`src/rtl/rws_regs.svh`:
```
`ifndef RWS_REGS_SVH
`define RWS_REGS_SVH

// ****************************************************************
// Word layout and channel count
// ****************************************************************
`define RWS_CHANNELS 3
`define RWS_EXP_W 3
`define RWS_TAG_W 2
`define RWS_MAN_W 5
`define RWS_WORD_W 10
`define RWS_WORD_TAG_LSB 8
`define RWS_WORD_EXP_LSB 5
`define RWS_WORD_MAN_LSB 0
`define RWS_FRAME_W 30

// ****************************************************************
// Pipeline latencies in clock ticks
// ****************************************************************
`define RWS_ENC_DEPTH 4
`define RWS_ENC_OUT 1
`define RWS_FLASH_LAT 1
`define RWS_SYNC_LAT 2
`define RWS_ENC_LAT (`RWS_ENC_DEPTH + `RWS_ENC_OUT)
`define RWS_TOTAL_LAT (`RWS_ENC_LAT + `RWS_FLASH_LAT + `RWS_SYNC_LAT)

// ****************************************************************
// Rates
// ****************************************************************
`define RWS_CLK_HZ 20000000
`define RWS_LINK_BPS 1200000000
`define RWS_SC_HZ 1000000
`define RWS_SC_DIV (`RWS_CLK_HZ / `RWS_SC_HZ)
`define RWS_SC_DIV_W 5

// ****************************************************************
// Monitor set and slow-control scan chain
// ****************************************************************
`define RWS_MON_W 8
`define RWS_MON_N 8
`define RWS_MON_VOLT 0
`define RWS_MON_CURR 1
`define RWS_TEMP_ELEC_N 4
`define RWS_TEMP_OPT_N 2
`define RWS_LIMIT_RST 8'hff
`define RWS_STATUS_W 8
`define RWS_SH_W 72
`define RWS_SH_CLR_BIT 64

`endif

```
`src/rtl/rws_top_end.sv`:
```
`default_nettype none
`default_nettype wire

```
`src/rtl/rws_pkg.sv`:
```
`include "rws_regs.svh"
`default_nettype none

package rws_pkg;

    typedef enum logic [3:0]
    {
        RWS_SC_IDLE = 4'h1,
        RWS_SC_CAPTURE = 4'h2,
        RWS_SC_SHIFT = 4'h4,
        RWS_SC_UPDATE = 4'h8
    } rws_sc_state_type;

    typedef logic [`RWS_MON_N-1:0][`RWS_MON_W-1:0] rws_mon_set_type;

    typedef struct packed
    {
        logic [`RWS_TAG_W+`RWS_EXP_W-1:0] held;
        logic [`RWS_WORD_W-1:0] word;
        logic [`RWS_TAG_W-1:0] prev_tag;
        logic slip;
    } rws_lane_state_type;

    typedef struct packed
    {
        logic over;
    } rws_cmp_state_type;

    typedef struct packed
    {
        logic [`RWS_TOTAL_LAT-1:0] vpipe;
        logic [`RWS_FRAME_W-1:0] frame;
        logic [`RWS_CHANNELS-1:0] slip;
        logic tck_q;
        logic [`RWS_SC_DIV_W-1:0] gap;
        logic [`RWS_SC_DIV_W-1:0] mon_div;
        rws_sc_state_type st;
        logic [`RWS_SH_W-1:0] shreg;
        logic tdo;
        logic tdo_en;
        rws_mon_set_type limits;
        rws_mon_set_type snap;
        logic shutdown;
        logic power_en;
    } rws_top_state_type;

endpackage

`default_nettype wire

```
`src/rtl/rws_lane_if.sv`:
```
`include "rws_regs.svh"
`default_nettype none

interface rws_lane_if;
    logic [`RWS_EXP_W-1:0] exponent;
    logic [`RWS_TAG_W-1:0] capacitor_tag;
    logic [`RWS_MAN_W-1:0] mantissa;
    logic check_ok;
    logic [`RWS_WORD_W-1:0] word;
    logic tag_slip;

    modport lane_side
    (
        input exponent,
        input capacitor_tag,
        input mantissa,
        input check_ok,
        output word,
        output tag_slip
    );

    modport feed_side
    (
        output exponent,
        output capacitor_tag,
        output mantissa,
        output check_ok,
        input word,
        input tag_slip
    );
endinterface

`default_nettype wire

```
`src/rtl/rws_lane.sv`:
```
`include "rws_regs.svh"
`default_nettype none

module rws_lane
(
    input wire logic clk_i,
    input wire logic rst_i,
    rws_lane_if.lane_side lane
);

    rws_pkg::rws_lane_state_type s;
    rws_pkg::rws_lane_state_type next_s;

    // ****************************************************************
    // Alignment of one channel
    // ****************************************************************
    always_comb
    begin
        next_s = s;
        // Exponent and tag wait one tick for the mantissa of the same sample
        next_s.held = {lane.capacitor_tag, lane.exponent};
        next_s.word = {s.held, lane.mantissa};
        next_s.prev_tag = lane.capacitor_tag;
        // Capacitors are used in strict rotation, so a skip means lost alignment
        next_s.slip = lane.check_ok &&
            (lane.capacitor_tag != `RWS_TAG_W'(s.prev_tag + 1'h1));
        if (rst_i)
        begin
            next_s = '0;
        end
    end

    always_ff @(posedge clk_i)
    begin
        s <= next_s;
    end

    assign lane.word = s.word;
    assign lane.tag_slip = s.slip;

endmodule

`default_nettype wire

```
`src/rtl/rws_limit_cmp.sv`:
```
`default_nettype none

module rws_limit_cmp
#(
    parameter int W = 8
)
(
    input wire logic clk_i,
    input wire logic rst_i,
    input wire logic en_i,
    input wire logic [W-1:0] value_i,
    input wire logic [W-1:0] limit_i,
    output logic over_o
);

    rws_pkg::rws_cmp_state_type s;
    rws_pkg::rws_cmp_state_type next_s;

    always_comb
    begin
        next_s = s;
        if (en_i)
        begin
            next_s.over = value_i > limit_i;
        end
        if (rst_i)
        begin
            next_s = '0;
        end
    end

    always_ff @(posedge clk_i)
    begin
        s <= next_s;
    end

    assign over_o = s.over;

endmodule

`default_nettype wire

```
`src/rtl/rws_top.sv`:
```
// Functional notes
// - Encoder outputs valid fixed ticks after sampling
// - Encoder pipeline four deep plus output tick
// - Three-bit exponent taken every tick
// - Exponent goes straight into synchroniser
// - Two-bit capacitor tag travels with exponent
// - Five-bit mantissa arrives one tick later
// - Alignment takes two ticks, eight in total
// - Word is tag, exponent, mantissa
// - Word handed to parallel-to-serial converter
// - One new word per channel every tick
// - Three channels share one serial frame
// - Slow-control scan link limited to 1 MHz
// - Supply readings snapshotted for control-room readback
// - Supply excursion shuts the system down
// - Six temperatures checked, power removed on excess
// - Scan chain passes through for daisy-chaining
`include "rws_regs.svh"
`default_nettype none

module rws_top
(
    input wire logic MCLK_I,
    input wire logic RESET_I,
    input wire logic [`RWS_CHANNELS-1:0][`RWS_EXP_W-1:0] EXPONENT_I,
    input wire logic [`RWS_CHANNELS-1:0][`RWS_TAG_W-1:0] CAP_TAG_I,
    input wire logic [`RWS_CHANNELS-1:0][`RWS_MAN_W-1:0] MANTISSA_I,
    output logic [`RWS_FRAME_W-1:0] FRAME_O,
    output logic FRAME_VALID_O,
    output logic [`RWS_CHANNELS-1:0] TAG_SLIP_O,
    input wire logic [`RWS_MON_W-1:0] MON_VOLT_I,
    input wire logic [`RWS_MON_W-1:0] MON_CURR_I,
    input wire logic [`RWS_TEMP_ELEC_N-1:0][`RWS_MON_W-1:0] TEMP_ELEC_I,
    input wire logic [`RWS_TEMP_OPT_N-1:0][`RWS_MON_W-1:0] TEMP_OPT_I,
    input wire logic SC_TCK_I,
    input wire logic SC_TMS_I,
    input wire logic SC_TDI_I,
    input wire logic SC_RST_N_I,
    output logic SC_TDO_O,
    output logic SC_TDO_EN_O,
    output logic SHUTDOWN_O,
    output logic POWER_EN_O
);

    localparam logic [`RWS_SC_DIV_W-1:0] SC_LAST = `RWS_SC_DIV_W'(`RWS_SC_DIV - 1);

    rws_pkg::rws_top_state_type s;
    rws_pkg::rws_top_state_type next_s;

    logic [`RWS_CHANNELS-1:0][`RWS_WORD_W-1:0] lane_word;
    logic [`RWS_CHANNELS-1:0] lane_slip;
    logic [`RWS_MON_N-1:0] over;
    rws_pkg::rws_mon_set_type mon_now;
    logic any_over;
    logic mon_tick;
    logic tck_rise;
    logic [`RWS_STATUS_W-1:0] status;

    // ****************************************************************
    // Channel lanes
    // ****************************************************************
    genvar g;
    generate
        for (g = 0; g < `RWS_CHANNELS; g++)
        begin : gen_lane
            rws_lane_if lif();

            assign lif.exponent = EXPONENT_I[g];
            assign lif.capacitor_tag = CAP_TAG_I[g];
            assign lif.mantissa = MANTISSA_I[g];
            // Tag rotation is only checked once two valid encoder ticks exist
            assign lif.check_ok = s.vpipe[`RWS_ENC_LAT];
            assign lane_word[g] = lif.word;
            assign lane_slip[g] = lif.tag_slip;

            rws_lane u_lane
            (
                .clk_i(MCLK_I),
                .rst_i(RESET_I),
                .lane(lif)
            );
        end
    endgenerate

    // ****************************************************************
    // Monitor readings and limit comparators
    // ****************************************************************
    assign mon_now = {TEMP_OPT_I, TEMP_ELEC_I, MON_CURR_I, MON_VOLT_I};

    generate
        for (g = 0; g < `RWS_MON_N; g++)
        begin : gen_cmp
            rws_limit_cmp
            #(
                .W(`RWS_MON_W)
            )
            u_cmp
            (
                .clk_i(MCLK_I),
                .rst_i(RESET_I),
                .en_i(mon_tick),
                .value_i(mon_now[g]),
                .limit_i(s.limits[g]),
                .over_o(over[g])
            );
        end
    endgenerate

    assign any_over = |over;
    assign mon_tick = (s.mon_div == SC_LAST);
    // Edges closer than one slow-control bit period are ignored
    assign tck_rise = SC_TCK_I && !s.tck_q && (s.gap == SC_LAST);
    assign status = {5'h00, any_over, !s.power_en, s.shutdown};

    // ****************************************************************
    // Next-state logic
    // ****************************************************************
    always_comb
    begin
        next_s = s;

        // ****************************************************************
        // Data path
        // ****************************************************************
        // Valid marker walks the same depth as a sample: encoder, flash, sync
        next_s.vpipe = {s.vpipe[`RWS_TOTAL_LAT-2:0], 1'h1};
        // Channel 0 sits in the top bits, channel 2 in the bottom bits
        next_s.frame = {lane_word[0], lane_word[1], lane_word[2]};
        next_s.slip = lane_slip;

        // ****************************************************************
        // Slow-control bit timing
        // ****************************************************************
        next_s.tck_q = SC_TCK_I;
        if (tck_rise)
        begin
            next_s.gap = '0;
        end
        else if (s.gap != SC_LAST)
        begin
            next_s.gap = `RWS_SC_DIV_W'(s.gap + 1'h1);
        end
        if (mon_tick)
        begin
            next_s.mon_div = '0;
        end
        else
        begin
            next_s.mon_div = `RWS_SC_DIV_W'(s.mon_div + 1'h1);
        end

        // ****************************************************************
        // Monitor snapshot
        // ****************************************************************
        // Readings are frozen at a steady rate so a slow scan sees one set
        if (mon_tick)
        begin
            next_s.snap = mon_now;
        end

        // ****************************************************************
        // Scan state machine
        // ****************************************************************
        case (s.st)
            rws_pkg::RWS_SC_IDLE:
            begin
                if (tck_rise && SC_TMS_I)
                begin
                    next_s.shreg = {status, s.snap};
                    next_s.st = rws_pkg::RWS_SC_CAPTURE;
                end
            end
            rws_pkg::RWS_SC_CAPTURE:
            begin
                if (tck_rise)
                begin
                    next_s.st = SC_TMS_I ? rws_pkg::RWS_SC_IDLE : rws_pkg::RWS_SC_SHIFT;
                end
            end
            rws_pkg::RWS_SC_SHIFT:
            begin
                if (tck_rise && SC_TMS_I)
                begin
                    next_s.st = rws_pkg::RWS_SC_UPDATE;
                end
                else if (tck_rise)
                begin
                    // LSB leaves first so crates can be chained TDO to TDI
                    next_s.shreg = {SC_TDI_I, s.shreg[`RWS_SH_W-1:1]};
                end
            end
            rws_pkg::RWS_SC_UPDATE:
            begin
                next_s.limits = s.shreg[`RWS_SH_CLR_BIT-1:0];
                next_s.st = rws_pkg::RWS_SC_IDLE;
            end
            default:
            begin
                next_s.st = rws_pkg::RWS_SC_IDLE;
            end
        endcase
        if (!SC_RST_N_I)
        begin
            next_s.st = rws_pkg::RWS_SC_IDLE;
        end
        next_s.tdo = next_s.shreg[0];
        next_s.tdo_en = (next_s.st == rws_pkg::RWS_SC_SHIFT);

        // ****************************************************************
        // Shutdown
        // ****************************************************************
        // A clear is honoured only when no reading is over; a set always wins
        if ((s.st == rws_pkg::RWS_SC_UPDATE) && s.shreg[`RWS_SH_CLR_BIT])
        begin
            next_s.shutdown = 1'h0;
        end
        if (any_over)
        begin
            next_s.shutdown = 1'h1;
        end
        next_s.power_en = !next_s.shutdown;

        // ****************************************************************
        // Reset
        // ****************************************************************
        if (RESET_I)
        begin
            next_s = '0;
            next_s.st = rws_pkg::RWS_SC_IDLE;
            next_s.limits = {`RWS_MON_N{`RWS_LIMIT_RST}};
            next_s.power_en = 1'h1;
        end
    end

    always_ff @(posedge MCLK_I)
    begin
        s <= next_s;
    end

    // ****************************************************************
    // Outputs
    // ****************************************************************
    // Frame goes out every tick without gaps to the external serialiser
    assign FRAME_O = s.frame;
    assign FRAME_VALID_O = s.vpipe[`RWS_TOTAL_LAT-1];
    assign TAG_SLIP_O = s.slip;
    assign SC_TDO_O = s.tdo;
    assign SC_TDO_EN_O = s.tdo_en;
    assign SHUTDOWN_O = s.shutdown;
    assign POWER_EN_O = s.power_en;

endmodule

`default_nettype wire

```
`config.mk`:
```
export PLATFORM = sky130hd
export DESIGN_NAME = rws_top
export DESIGN_NICKNAME = d
export VERILOG_FILES = /design/src/rtl/rws_top_end.sv /design/src/rtl/rws_pkg.sv /design/src/rtl/rws_lane_if.sv /design/src/rtl/rws_lane.sv /design/src/rtl/rws_limit_cmp.sv /design/src/rtl/rws_top.sv
export VERILOG_INCLUDE_DIRS = /design/src /design/src/rtl
export SDC_FILE = /design/constraint.sdc
export NUM_CORES = 1
export LEC_CHECK = 0
export BUFFER_PORTS_ARGS = -buffer_cell sky130_fd_sc_hd__buf_2
export CAP_MARGIN = 40
export CORE_ASPECT_RATIO = 1.2
export CORE_MARGIN = 2
export CORE_UTILIZATION = 58
export CTS_CLUSTER_DIAMETER = 120
export DETAILED_ROUTE_END_ITERATION = 16
export PLACE_DENSITY = 0.76
export SLEW_MARGIN = 10
export SYNTH_ARGS = -nofsm -noshare
export SYNTH_HDL_FRONTEND = slang
export SYNTH_SLANG_ARGS = --single-unit
```
`constraint.sdc`:
```
create_clock -name MCLK_I -period 2.4 [get_ports MCLK_I]
set_input_delay 0.48 -clock MCLK_I [delete_from_list [all_inputs] [get_ports MCLK_I]]
set_output_delay 0.48 -clock MCLK_I [all_outputs]
set_load 0.01 [all_outputs]
```
After elaboration in Yosys (flattened, before gate mapping)
Cells that the tools add are included.
{"block": "word_totals", "output_inout_bits": 38, "reg_bits": 321, "inputBits": 100, "wordCells": 108}
{"block": "op_classes", "magnitude_cmp": 8, "n_eq_ne": 14, "addsub": 5, "n_reduce_logical": 15, "mux": 17}
{"op": "two-way mux 253 bit", "count": 1}
{"op": "two-way mux 72 bit", "count": 2}
{"op": "case mux 72 bit (2 select lines)", "count": 1}
{"op": "two-way mux 64 bit", "count": 2}
{"op": "two-way mux 76 bit", "count": 1}
{"op": "greater-than comparator 8 bit", "count": 8}
{"op": "two-way mux 5 bit", "count": 3}
{"op": "two-way mux 4 bit", "count": 3}
{"op": "case mux 4 bit (3 select lines)", "count": 1}
{"op": "adder 5 x 1 -> 5 bit, second input constant", "count": 2}
{"op": "equality test 5 bit, second input constant", "count": 2}
{"op": "equality test 4 x 3 -> 1 bit, second input constant", "count": 2}
{"op": "OR reduction 8 bit", "count": 1}
{"op": "logical AND 1 bit", "count": 7}
{"op": "adder 2 x 1 -> 2 bit, second input constant", "count": 3}
{"op": "inequality test 2 bit", "count": 3}
{"op": "inequality test 2 bit, second input constant", "count": 3}
{"op": "inequality test 5 bit, second input constant", "count": 1}
{"op": "equality test 4 x 1 -> 1 bit, second input constant", "count": 1}
{"op": "equality test 4 x 2 -> 1 bit, second input constant", "count": 1}
{"op": "equality test 4 bit, second input constant", "count": 1}
{"op": "AND reduction 4 bit", "count": 1}
{"op": "OR reduction 2 bit", "count": 2}
{"op": "zero test 1 bit", "count": 3}
{"op": "3 further kinds", "count": 4}

Longest topological paths before layout
Gate-level depths: netlist of the first run.
{"block": "logic_depth", "depth_word": 9, "depth_mapped": 8, "mapped_depth_nobuf": 6}

By module
Synthesis of the first run repeated with hierarchy kept, for this count alone.
{"block": "unflattened", "hier_cells": 1411, "hier_area_um2": 13364.1}
{"module": "rws_top", "area_each_um2": 9690.5, "seq_area_each_um2": 5185.0, "cells_per_inst": 1017, "instances": 1}
{"module": "rws_limit_cmp", "area_each_um2": 256.5, "seq_area_each_um2": 20.0, "cells_per_inst": 32, "instances": 8}
{"module": "rws_lane", "area_each_um2": 540.5, "seq_area_each_um2": 320.3, "cells_per_inst": 46, "instances": 3}

Worst setup path after synthesis of the first run
OpenSTA, ideal clock, no wires.
{"block": "synth_path", "path_type": "input port to flip-flop", "startpoint": "input port SC_TMS_I", "endpoint": "register s[196] (netlist name)", "setup_slack_ns": 0.678, "setup_ns": 0.133, "n_path_buf": 3, "required_ns": 2.267, "arrival_time_ns": 1.590, "stages": 7, "path_cell_list": "clkbuf_1 -> nor4_1 -> nand2_1 -> buf_2 -> buf_2 -> o22ai_1 -> a21oi_1"}
{"block": "synth_via", "elab_chain_len": 3, "elab_cells_between_ends": 4, "cone_classes": "2 x eq/ne; 2 x reduce/logical"}
{"element": "start, declared", "line_no": "rws_top.sv:36", "source": "input wire logic SC_TMS_I,"}
{"element": "logical AND 1 bit *", "line_no": "rws_top.sv:167, rws_top.sv:182"}
{"element": "inequality test 2 bit (no source line)"}
{"element": "AND reduction 4 bit (no source line) *"}
{"element": "end signal, assigned", "line_no": "rws_top.sv:237", "source": "s <= next_s;"}
{"element": "end, declared", "line_no": "rws_top.sv:47", "source": "rws_pkg::rws_top_state_type s;"}
Every way passes the cells marked *; elsewhere a longest branch is shown, timed or not.
A chain may end at the register's enable or synchronous reset.

Worst setup path after layout of the first run
{"block": "layout_path", "startpoint": "register s[213] (netlist name)", "endpoint": "register s[173] (netlist name)"}
{"block": "layout_via", "elab_chain_len": 5, "elab_cells_between_ends": 7, "cone_classes": "4 x eq/ne; 3 x reduce/logical"}
{"element": "equality test 5 bit *", "line_no": "rws_top.sv:112", "source": "assign tck_rise = SC_TCK_I && !s.tck_q && (s.gap == SC_LAST);"}
{"element": "logical AND 1 bit *", "line_no": "rws_top.sv:112"}
{"element": "logical AND 1 bit", "line_no": "rws_top.sv:167, rws_top.sv:182"}
{"element": "inequality test 2 bit (no source line)"}
{"element": "AND reduction 4 bit (no source line) *"}
Marks and branches as above.

==> results.md, run 1 <==
* Initial antenna violation count at 1
* Placed cell areas at 0.0132 mm2
* Final #Nets at 1,622
* Static leakage at 6.20 nW
* Hold Path Sink: gen_lane[2].u_lane.lane.word[0]$_SDFF_PP0_
* Worst rel slew slack at 51.8%
* Mapped Area at 0.0126 mm2
* R2R depth at 6
* Number of synthesis warnings at 0
* DRC viols at 0
* Share of cells above drive strength 1 at 15.4%
* Initial Util at 58.5%
* Final min period at 2.00 ns
* Seq/Total Area, Yosys at 50.2%
* Crit-path max FO at 34
* Core area at 0.0215 mm2
* Area growth from synthesis to layout at 13.4%
* Hold_sp: MANTISSA_I[10]
* Number of synthesized flops with an enable pin at 0
* Reg-to-reg critical path startpoint: s[213]$_SDFFE_PP0P_
* Vias/cell at 5.66
* Post-CTS setup repair buffer count at 0
* Most Frequent Cell on Critical Path: buf_4
* Filler Cells Inserted at 1,718
* FF-to-FF setup slack at 0.40 ns
* Routed Antenna Nets at 0
* RSZ-0062 raised after global routing: false
* Setup violators final at 0
* Slowest library cell on the worst path: dfxtp_1
* Synthesized instance count at 1,388
* First-pass GRT wire length at 45,900 um
* Hold slack at 0.150 ns
* Clock Sinks at 315
* Syn Nets at 1,554
* Clock slew at reported path FFs at 0.07 ns
* First-pass DRT Iterations at 6
* CP arrival at 2.40 ns
* Vias in the first global route at 9,576
* Gr ovfl total at 0
* Final max-slew violation count at 0
* WHS Path Cells at 2
* Crit share post-route at 83.2%
* Io pins at 138
* Die Wd at 138 um
* H-tree depth at 1
* DRT Wirelength at 27,600 um
* Maximum vdd drop at 0.000768 V
* CP endpoint kind: flop
* # rows at 59
* Hold-fix buffers at CTS at 0
* CP cell instances: ha_1, nor4bb_1, buf_4, and2_2, buf_4, a21oi_1
* Synth cell types at 50
* FF-to-FF End: s[173]$_SDFFE_PP0P_
* Die area at 0.0229 mm2
* Final instance area at 0.0142 mm2
* Synthesized flop and latch total at 315
* Critical path origin: s[213]$_SDFFE_PP0P_
* Max Cap Viol at 0
* Total CTS buffers at 30
* 1st-iter DRT viols at 649
* Clk_skew at 0.0115 ns
* Hold Path Class: in -> reg
* CP required at 2.80 ns
* Worst setup SP type: flop
* Power Dens Cells at 762 mW/mm2
* Largest net degree at the start of global routing at 82
* Crit-path max cell delay at 0.38 ns
* Ys async rst share at 0%
* Die Y at 165 um
* Setup CP Type: reg -> reg
* Worst-margin pin slew at 0.723 ns
* Clk buf depth at 3
* GRT Overall Usage at 23.7%
* Post_cts resized at 0
* TritonCTS clock tree: built
* I/O Buffers at 137
* Maximum clock frequency at 0.501 GHz
* HPWL Detailed at 16,900 um
* Final hold vios at 0
* Via count at 9,924
* GP Congestion at 0.854
* Prevailing post-synth register cell: dfxtp_1
* DR WL/cell at 15.7 um
* Outcome: complete, no violations
* Synth Area per Inst at 9.05 um2
* Clk root buf: clkbuf_16
* Fin util at 66.3%
* Setup TNS Final at 0 ns
* Worst-Skew Late Latency at 0.55 ns
## layout make-up
class,instances,area (um2),area share [%]
timing repair buffer,163,933,6.55
clock buffer,34,807,5.67
antenna,1,2.50,0.0176
sequential,315,6310,44.3
multi-input combinational,873,5310,37.2
tap,274,343,2.41
clock inverter,20,270,1.90
inverter,73,275,1.93
## cell usage in the layout (no fill, tap or decap), types with 10 or more instances in the layout
cell	instances
a211o_1	10
a21oi_1	150
and4_1	11
buf_2	136
buf_4	23
clkbuf_16	31
dfxtp_1	315
ha_1	66
inv_1	72
mux2i_1	10
nand2_1	217
nor2_1	20
nor2b_1	95
o211ai_1	62
o21ai_0	33
o21ai_1	40
o22ai_1	67
## registers in the layout (all words and copies together), names as in the netlist, named ones only
register,count
SHUTDOWN_O,1
gen_cmp.u_cmp.over_o,8
gen_lane.u_lane.lane.word,30
FRAME_VALID_O,1
POWER_EN_O,1
FRAME_O,30
gen_lane.u_lane.s,15
TAG_SLIP_O,3
s,220
gen_lane.lif.check_ok,1
SC_TDO_EN_O,1
gen_lane.u_lane.lane.tag_slip,3
## how the worst max path moves through the flow
stage / end / cells after the start
2_1_floorplan: s[196]$_SDFFE_PP0P_ / 7
3_3_place_gp: s[170]$_SDFFE_PP0P_ / 6
3_5_place_dp: s[151]$_SDFFE_PP0P_ / 7
4_1_cts: s[189]$_SDFFE_PP0P_ / 7
5_1_grt: s[147]$_SDFFE_PP0P_ / 7
6_report: s[173]$_SDFFE_PP0P_ / 6
## critical path, delay by kind of cell, from the launching register on
family | cells | cell delay (ns)
simple gates | 2 | 0.50
fa+ha+maj | 1 | 0.22
buf+inv | 2 | 0.59
flops | 1 | 0.38
compound gates | 1 | 0.14
## power by group
group / internal, mW / switching [mW]
registers: 5.29 / 0.0202
clock network: 3.07 / 2.02
logic: 0.197 / 0.262
## per-layer routing
metal	share of wire, %	up-vias	track usage (%)
li1	-	4914	-
met4	2.1	0	7.88
met5	0	-	0
met2	48	313	41.2
met3	6.1	46	3.34
met1	43	4651	30.6
## stage by stage
| stage | power [mW] | setup WS (ns) | instances |
|---|---|---|---|
| 4_1_cts | 11.0 | 0.411 | 1752 |
| 3_5_place_dp | 5.89 | 0.422 | 1698 |
| 3_3_place_gp | 5.88 | 0.533 | 1698 |
| 6_report | 10.9 | 0.404 | 1753 |
| 2_1_floorplan | 5.71 | 0.678 | 1388 |
| 5_1_grt | 11.2 | 0.264 | 1752 |
## cells by family after synthesis
logic type / synth area share, %
fa+ha+maj: 6.57
buf+inv: 7.73
mux: 0.797
flops: 50.2
xor+xnor: 0.558
simple gates: 14.8
compound gates: 19.3
## synth_stat cells (all sizes together), types with 2 or more instances
cell     number  area share, %
a2111oi       4           0.28
a211o        10           0.70
a211oi        9           0.58
a21o          3           0.18
a21oi       150            6.0
a22oi         3           0.18
a311o         3           0.24
a32o          5           0.40
and2          3           0.15
and4         11           0.77
and4bb        2           0.20
buf          78            4.1
clkbuf       49            1.5
dfxtp       315             50
ha           66            6.6
inv          73            2.2
mux2i        10           0.80
nand2       218            6.5
nand2b        4           0.20
nand3        10           0.40
nand3b        2           0.12
nand4         5           0.25
nor2         20           0.60
nor2b        95            4.7
nor3          8           0.32
nor4          3           0.15
o211ai       62            3.7
o21a          5           0.30
o21ai        73            2.9
o22ai        67            3.3
o32ai         2           0.14
xnor2         2           0.14
xor2          6           0.42
Power figures use the tool's default switching activity.
==> run 2, diff against run 1 <==
CORE_UTILIZATION = 53   (was 58)
PLACE_DENSITY = 0.73   (was 0.76)
clock period = 1.65 ns   (was 2.4 ns; I/O delays follow)
==> results.md, run 2 (same netlist as run 1, synthesis figures left out) <==
* GP Congestion at 0.817 (-4.4%)
* Sw frac at 22.1% (+0.89 points)
* Final max-slew violation count at 0 (unchanged)
* Largest net degree at the start of global routing at 69 (-16%)
* Die Y at 173 um (+4.5%)
* Worst-margin pin slew at 0.425 ns (-0.298 ns)
* Clock Sinks at 315 (unchanged)
* Io pins at 138 (unchanged)
* Initial Util at 54.1% (-4.3 points)
* Max Cap Viol at 0 (unchanged)
* Placed instance count at 1,776 (+4.6%)
* Share of cells above drive strength 1 at 19.3% (+4.0 points)
* Die area at 0.0250 mm2 (+9.2%)
* Clk root buf: clkbuf_16
* Power Dens Cells at 1030 mW/mm2 (+35%)
* Fin util at 66.1% (-0.21 points)
* Setup violators final at 6 (+6)
* Most common cell after layout, fill and taps aside: dfxtp_1
* Via count at 10,300 (+4.0%)
* CP required at 2.13 ns (-0.67 ns)
* Vias in the first global route at 10,000 (+4.4%)
* Crit-path max FO at 10 (-71%)
* Clock power frac at 45.8% (-1.0 points)
* Final #Nets at 1,699 (+4.7%)
* 1st-iter DRT viols at 516 (-20%)
* Worst rel slew slack at 71.4% (+20 points)
* Setup ws final at -0.0745 ns (-0.478 ns)
* Maximum vdd drop at 0.000827 V (+7.8%)
* Core area at 0.0232 mm2 (+8.0%)
* TritonCTS clock tree: built
* Layout Cells excl Fill at 1,874 (+6.9%)
* Clock slew at reported path FFs at 0.06 ns (about the same)
* Final min period at 1.72 ns (-0.272 ns)
* Maximum clock frequency at 0.580 GHz (+16%)
* Initial antenna violation count at 1 (unchanged)
* Static leakage at 6.66 nW (+7.3%)
* Die Wd at 145 um (+4.5%)
* Setup CP Type: reg -> reg
* H-tree depth at 1 (unchanged)
* Hold Path Class: in -> reg
* Largest Register: s
* Area growth from synthesis to layout at 22.1%
* Violated checks: negative setup slack
* Crit share post-route at 105% (+21 points)
* HPWL Detailed at 18,000 um (+6.3%)
* Sequential share of power at 49.2% (+0.3 points)
* I/O Buffers at 137 (unchanged)
* Hold slack at 0.0107 ns (-0.139 ns)
* GRT Overall Usage at 23.0% (-0.72 points)
* Max FFs per register at 220 (unchanged)
* Tot Pwr at 15.7 mW (+45%)
* CP arrival at 2.20 ns (-0.20 ns)
* DR WL/cell at 16.3 um (+3.9%)
* Clk_skew at 0.00951 ns (-0.00195 ns)
* Setup TNS Final at -0.123 ns (-0.123 ns)
* Internal at 12.3 mW (+43%)
* Outcome: finished with violations
* Worst-Skew Late Latency at 0.55 ns (about the same)
* Sw power at 3.47 mW (+51%)
* CP endpoint kind: flop
* RSZ-0062 raised after global routing: true
* Vias/cell at 5.51 (-2.7%)
* DRC viols at 0 (unchanged)
* Gr ovfl total at 0 (unchanged)
* Clk buf depth at 3 (unchanged)
* Commonest non-fill, non-tap cells in the layout: dfxtp_1, nand2_1, a21oi_1, buf_2, nor2b_1
* Worst setup SP type: flop
* Routed Antenna Nets at 0 (unchanged)
* DRT Wirelength at 30,600 um (+11%)
* First-pass DRT Iterations at 5 (-1)
* Total CTS buffers at 31 (+3.3%)
* # rows at 61 (+3.4%)
* Final hold vios at 0 (unchanged)
* Combinational power share at 5.1% (+0.9 points)
* First-pass GRT wire length at 47,900 um (+4.3%)
[run 2: worst max-delay path, cell delays in order (launching register included)]
cell and delay, ns:
dfxtp_2 0.35, ha_4 0.13, nor4bb_4 0.18, buf_4 0.16, o2111a_2 0.22, buf_12 0.16, clkbuf_16 0.18, o21ai_1 0.09
a21oi_1 0.16
[run 2: layout make-up]
class,instances,area (um2)
flip-flops and latches,315,6310
multi-input cells,873,5420
clock inverters,23,235
inverters,73,275
well taps,315,394
repair buffers,239,1890
diodes,1,2.50
fillers,1872,7870
clock buffers,35,811
[run 2: path summary, 6_finish.rpt]
check / cells after the start / endpoint / slack (ns) / start
setup / recovery: 8 / s[186]$_SDFFE_PP0P_ / -0.07 / s[213]$_SDFFE_PP0P_
hold / removal: 2 / gen_lane[2].u_lane.s[15]$_SDFF_PP0_ / 0.01 / EXPONENT_I[8]
setup reg to reg: 8 / s[186]$_SDFFE_PP0P_ / -0.07 / s[213]$_SDFFE_PP0P_
hold reg to reg: 1 / FRAME_O[8]$_SDFF_PP0_ / 0.43 / gen_lane[2].u_lane.lane.word[8]$_SDFF_PP0_
[run 2: metal layers]
layer	wire length (um)	share of wire (%)	vias to the layer above	global-route usage, %
met3	1590	5.2	70	3.10
met5	0	0	-	0
li1	-	-	5071	-
met4	861	2.8	0	6.67
met2	14800	48	302	39.6
met1	13300	44	4881	29.8
[run 2: power groups by stage]
stage	Combinational, mW	Clock, mW	Sequential, mW
global route	0.878	7.61	7.74
CTS	0.775	7.31	7.73
global placement	0.699	0	7.89
finish	0.795	7.20	7.73
detailed placement	0.714	0	7.90
floorplan	0.409	0	7.89
[run 2: timing repair]
| item | in CTS | in global routing |
|---|---|---|
| buffers inserted | 0 | 5 |
| resized for setup | 5 | 38 |
| hold endpoints to repair | 28 | 0 |
| endpoints found under the setup margin | 64 | 101 |
| hold buffers | 28 | 0 |
| pin swaps | 0 | 1 |
| cloned | 0 | 6 |
[run 2: stage by stage]
stage | cell area (um2) | setup slack (ns)
3_5_place_dp | 13700 | -0.0699
3_3_place_gp | 13700 | -0.0680
5_1_grt | 15300 | -0.167
2_1_floorplan | 12600 | -0.00573
4_1_cts | 15000 | -0.0478
6_report | 15300 | -0.0745
==> run 3, diff against run 2 <==
CORE_MARGIN = 5   (was 2)
CORE_UTILIZATION = 63   (was 53)
CTS_CLUSTER_DIAMETER = default   (was 120)
PLACE_DENSITY = 0.82   (was 0.73)
clock period = 2 ns   (was 1.65 ns; I/O delays follow)
==> results.md, run 3 (same netlist as run 1, synthesis figures left out) <==
* CP required at 2.48 ns (+0.35 ns)
* Static leakage at 6.26 nW (-6.0%)
* H-tree depth at 1 (unchanged)
* # rows at 56 (-8.2%)
* Share of cells above drive strength 1 at 15.5% (-3.9 points)
* Hold-fix buffers at CTS at 0 (-100%)
* RSZ-0062 raised after global routing: false
* Critical path origin: s[213]$_SDFFE_PP0P_
* Via count at 10,100 (-1.9%)
* Io pins at 138 (unchanged)
* Die Y at 165 um (-4.6%)
* GRT Overall Usage at 23.9% (+0.97 points)
* Tot Pwr at 13.0 mW (-17%)
* Top Layer Used: met4
* First-pass GRT wire length at 46,500 um (-2.8%)
* Final hold vios at 0 (unchanged)
* Fin util at 73.4% (+7.3 points)
* Die Wd at 139 um (-3.9%)
* Filler Cells Inserted at 1,411 (-25%)
* Setup violators final at 0 (-6)
* Worst-Skew Late Latency at 0.55 ns (about the same)
* Layout Cells excl Fill at 1,742 (-7.0%)
* Commonest non-fill, non-tap cells in the layout: dfxtp_1, nand2_1, a21oi_1, buf_2, nor2b_1
* Vias in the first global route at 9,743 (-2.6%)
* Worst-margin pin slew at 0.790 ns (+0.365 ns)
* Power Dens Cells at 904 mW/mm2 (-12%)
* Initial Util at 64.0% (+9.9 points)
* Max FFs per register at 220 (unchanged)
* Max Cap Viol at 0 (unchanged)
* Maximum vdd drop at 0.000776 V (-6.3%)
* Largest net degree at the start of global routing at 121 (+75%)
* Worst setup SP type: flop
* CP endpoint kind: flop
* DRC viols at 0 (unchanged)
* Core area at 0.0196 mm2 (-15%)
* Crit share post-route at 94.1% (-10 points)
* Total CTS buffers at 30 (-3.2%)
* Setup TNS Final at 0 ns (+0.123 ns)
* Clock slew at reported path FFs at 0.07 ns (about the same)
* DRT Wirelength at 28,800 um (-5.8%)
* Met3 WL at 1930 um (+22%)
* First-pass DRT Iterations at 5 (unchanged)
* DRT met1 WL at 12,100 um (-9.4%)
* Worst rel slew slack at 47.4% (-24 points)
* Initial antenna violation count at 0 (-1)
* 1st-iter DRT viols at 690 (+34%)
* Clk buf depth at 3 (unchanged)
* HPWL Detailed at 17,400 um (-3.1%)
* I/O Buffers at 137 (unchanged)
* Diode count at 0 (-1)
* Clk_skew at 0.00864 ns (-0.000876 ns)
* Gr ovfl total at 0 (unchanged)
* Placed instance count at 1,684 (-5.2%)
* CP arrival at 2.36 ns (+0.16 ns)
* Met2 wire len at 14,000 um (-5.5%)
* Final min period at 1.88 ns (+0.158 ns)
* Largest Register: s
* DR WL/cell at 16.5 um (+1.3%)
* Final max-slew violation count at 0 (unchanged)
* Maximum clock frequency at 0.531 GHz (-8.4%)
* Most common cell after layout, fill and taps aside: dfxtp_1
* Clk root buf: clkbuf_16
* Vias/cell at 5.81 (+5.5%)
* Setup CP Type: reg -> reg
* TritonCTS clock tree: built
* Setup ws final at 0.118 ns (+0.192 ns)
* Area growth from synthesis to layout at 14.7%
* Clock Sinks at 315 (unchanged)
* GP Congestion at 0.827 (+1.2%)
* Setup WS pre-CTS at -0.0565 ns (+0.0133 ns)
* Die area at 0.0229 mm2 (-8.3%)
* FF-to-FF setup slack at 0.12 ns (+0.19 ns)
* Hold Path Class: in -> reg
* Hold_sp: CAP_TAG_I[4]
* Crit-path max FO at 22 (+12)
* Routed Antenna Nets at 0 (unchanged)
* Final #Nets at 1,624 (-4.4%)
* Reg-to-reg critical path startpoint: s[213]$_SDFFE_PP0P_
* Outcome: complete, no violations
==> run 3: what timing repair did <==
action / 4_1_cts / 5_1_grt
gates resized for setup: 2 / 5
setup buffers: 0 / 1
cloned: 0 / 2
setup endpoints to repair: 68 / 68
pin swaps: 0 / 1
==> run 3: power breakdown <==
group,internal (mW),leakage (nW),switching (mW),total [mW]
clock,3.71,0.525,2.37,6.08
combinational,0.240,3.18,0.323,0.562
sequential,6.35,2.56,0.0267,6.38
==> run 3: worst paths after layout <==
path | endpoint | depth (start not counted)
hold reg to reg | gen_lane[1].u_lane.lane.word[5]$_SDFF_PP0_ | 1
setup reg to reg | s[155]$_SDFFE_PP0P_ | 8
hold / removal | gen_lane[2].u_lane.lane.tag_slip$_SDFF_PP0_ | 2
setup / recovery | s[155]$_SDFFE_PP0P_ | 8
==> run 3: final cells by class <==
cell class	instances	area [um2]	share of cell area, %
clock buffer	38	832	5.78
clock inverter	17	246	1.71
inverter	73	275	1.91
multi-input combinational	873	5320	37.0
sequential	315	6310	43.8
tap	261	327	2.27
timing repair buffer	165	1100	7.61
==> run 3: worst max-delay path: stages, from the launching register on <==
cell	delay, ns
dfxtp_1	0.37
ha_2	0.22
nor4bb_4	0.24
buf_4	0.19
o2111a_2	0.23
buf_12	0.14
clkbuf_16	0.21
o21ai_0	0.09
a21oi_1	0.12
==> run 3: through the flow <==
stage | area, um2 | hold WS [ns]
after floorplan | 12600 | 0.414
after global placement | 13200 | 0.416
after detailed placement | 13200 | 0.422
after CTS | 14300 | 0.0358
after global routing | 14400 | 0.0412
final | 14400 | 0.0518
==> run 3: layer usage <==
metal  vias up  track usage [%]
li1       4921                -
met1      4770             30.4
met2       374             41.2
met3        64             4.37
met4         0             8.41
met5         -                0
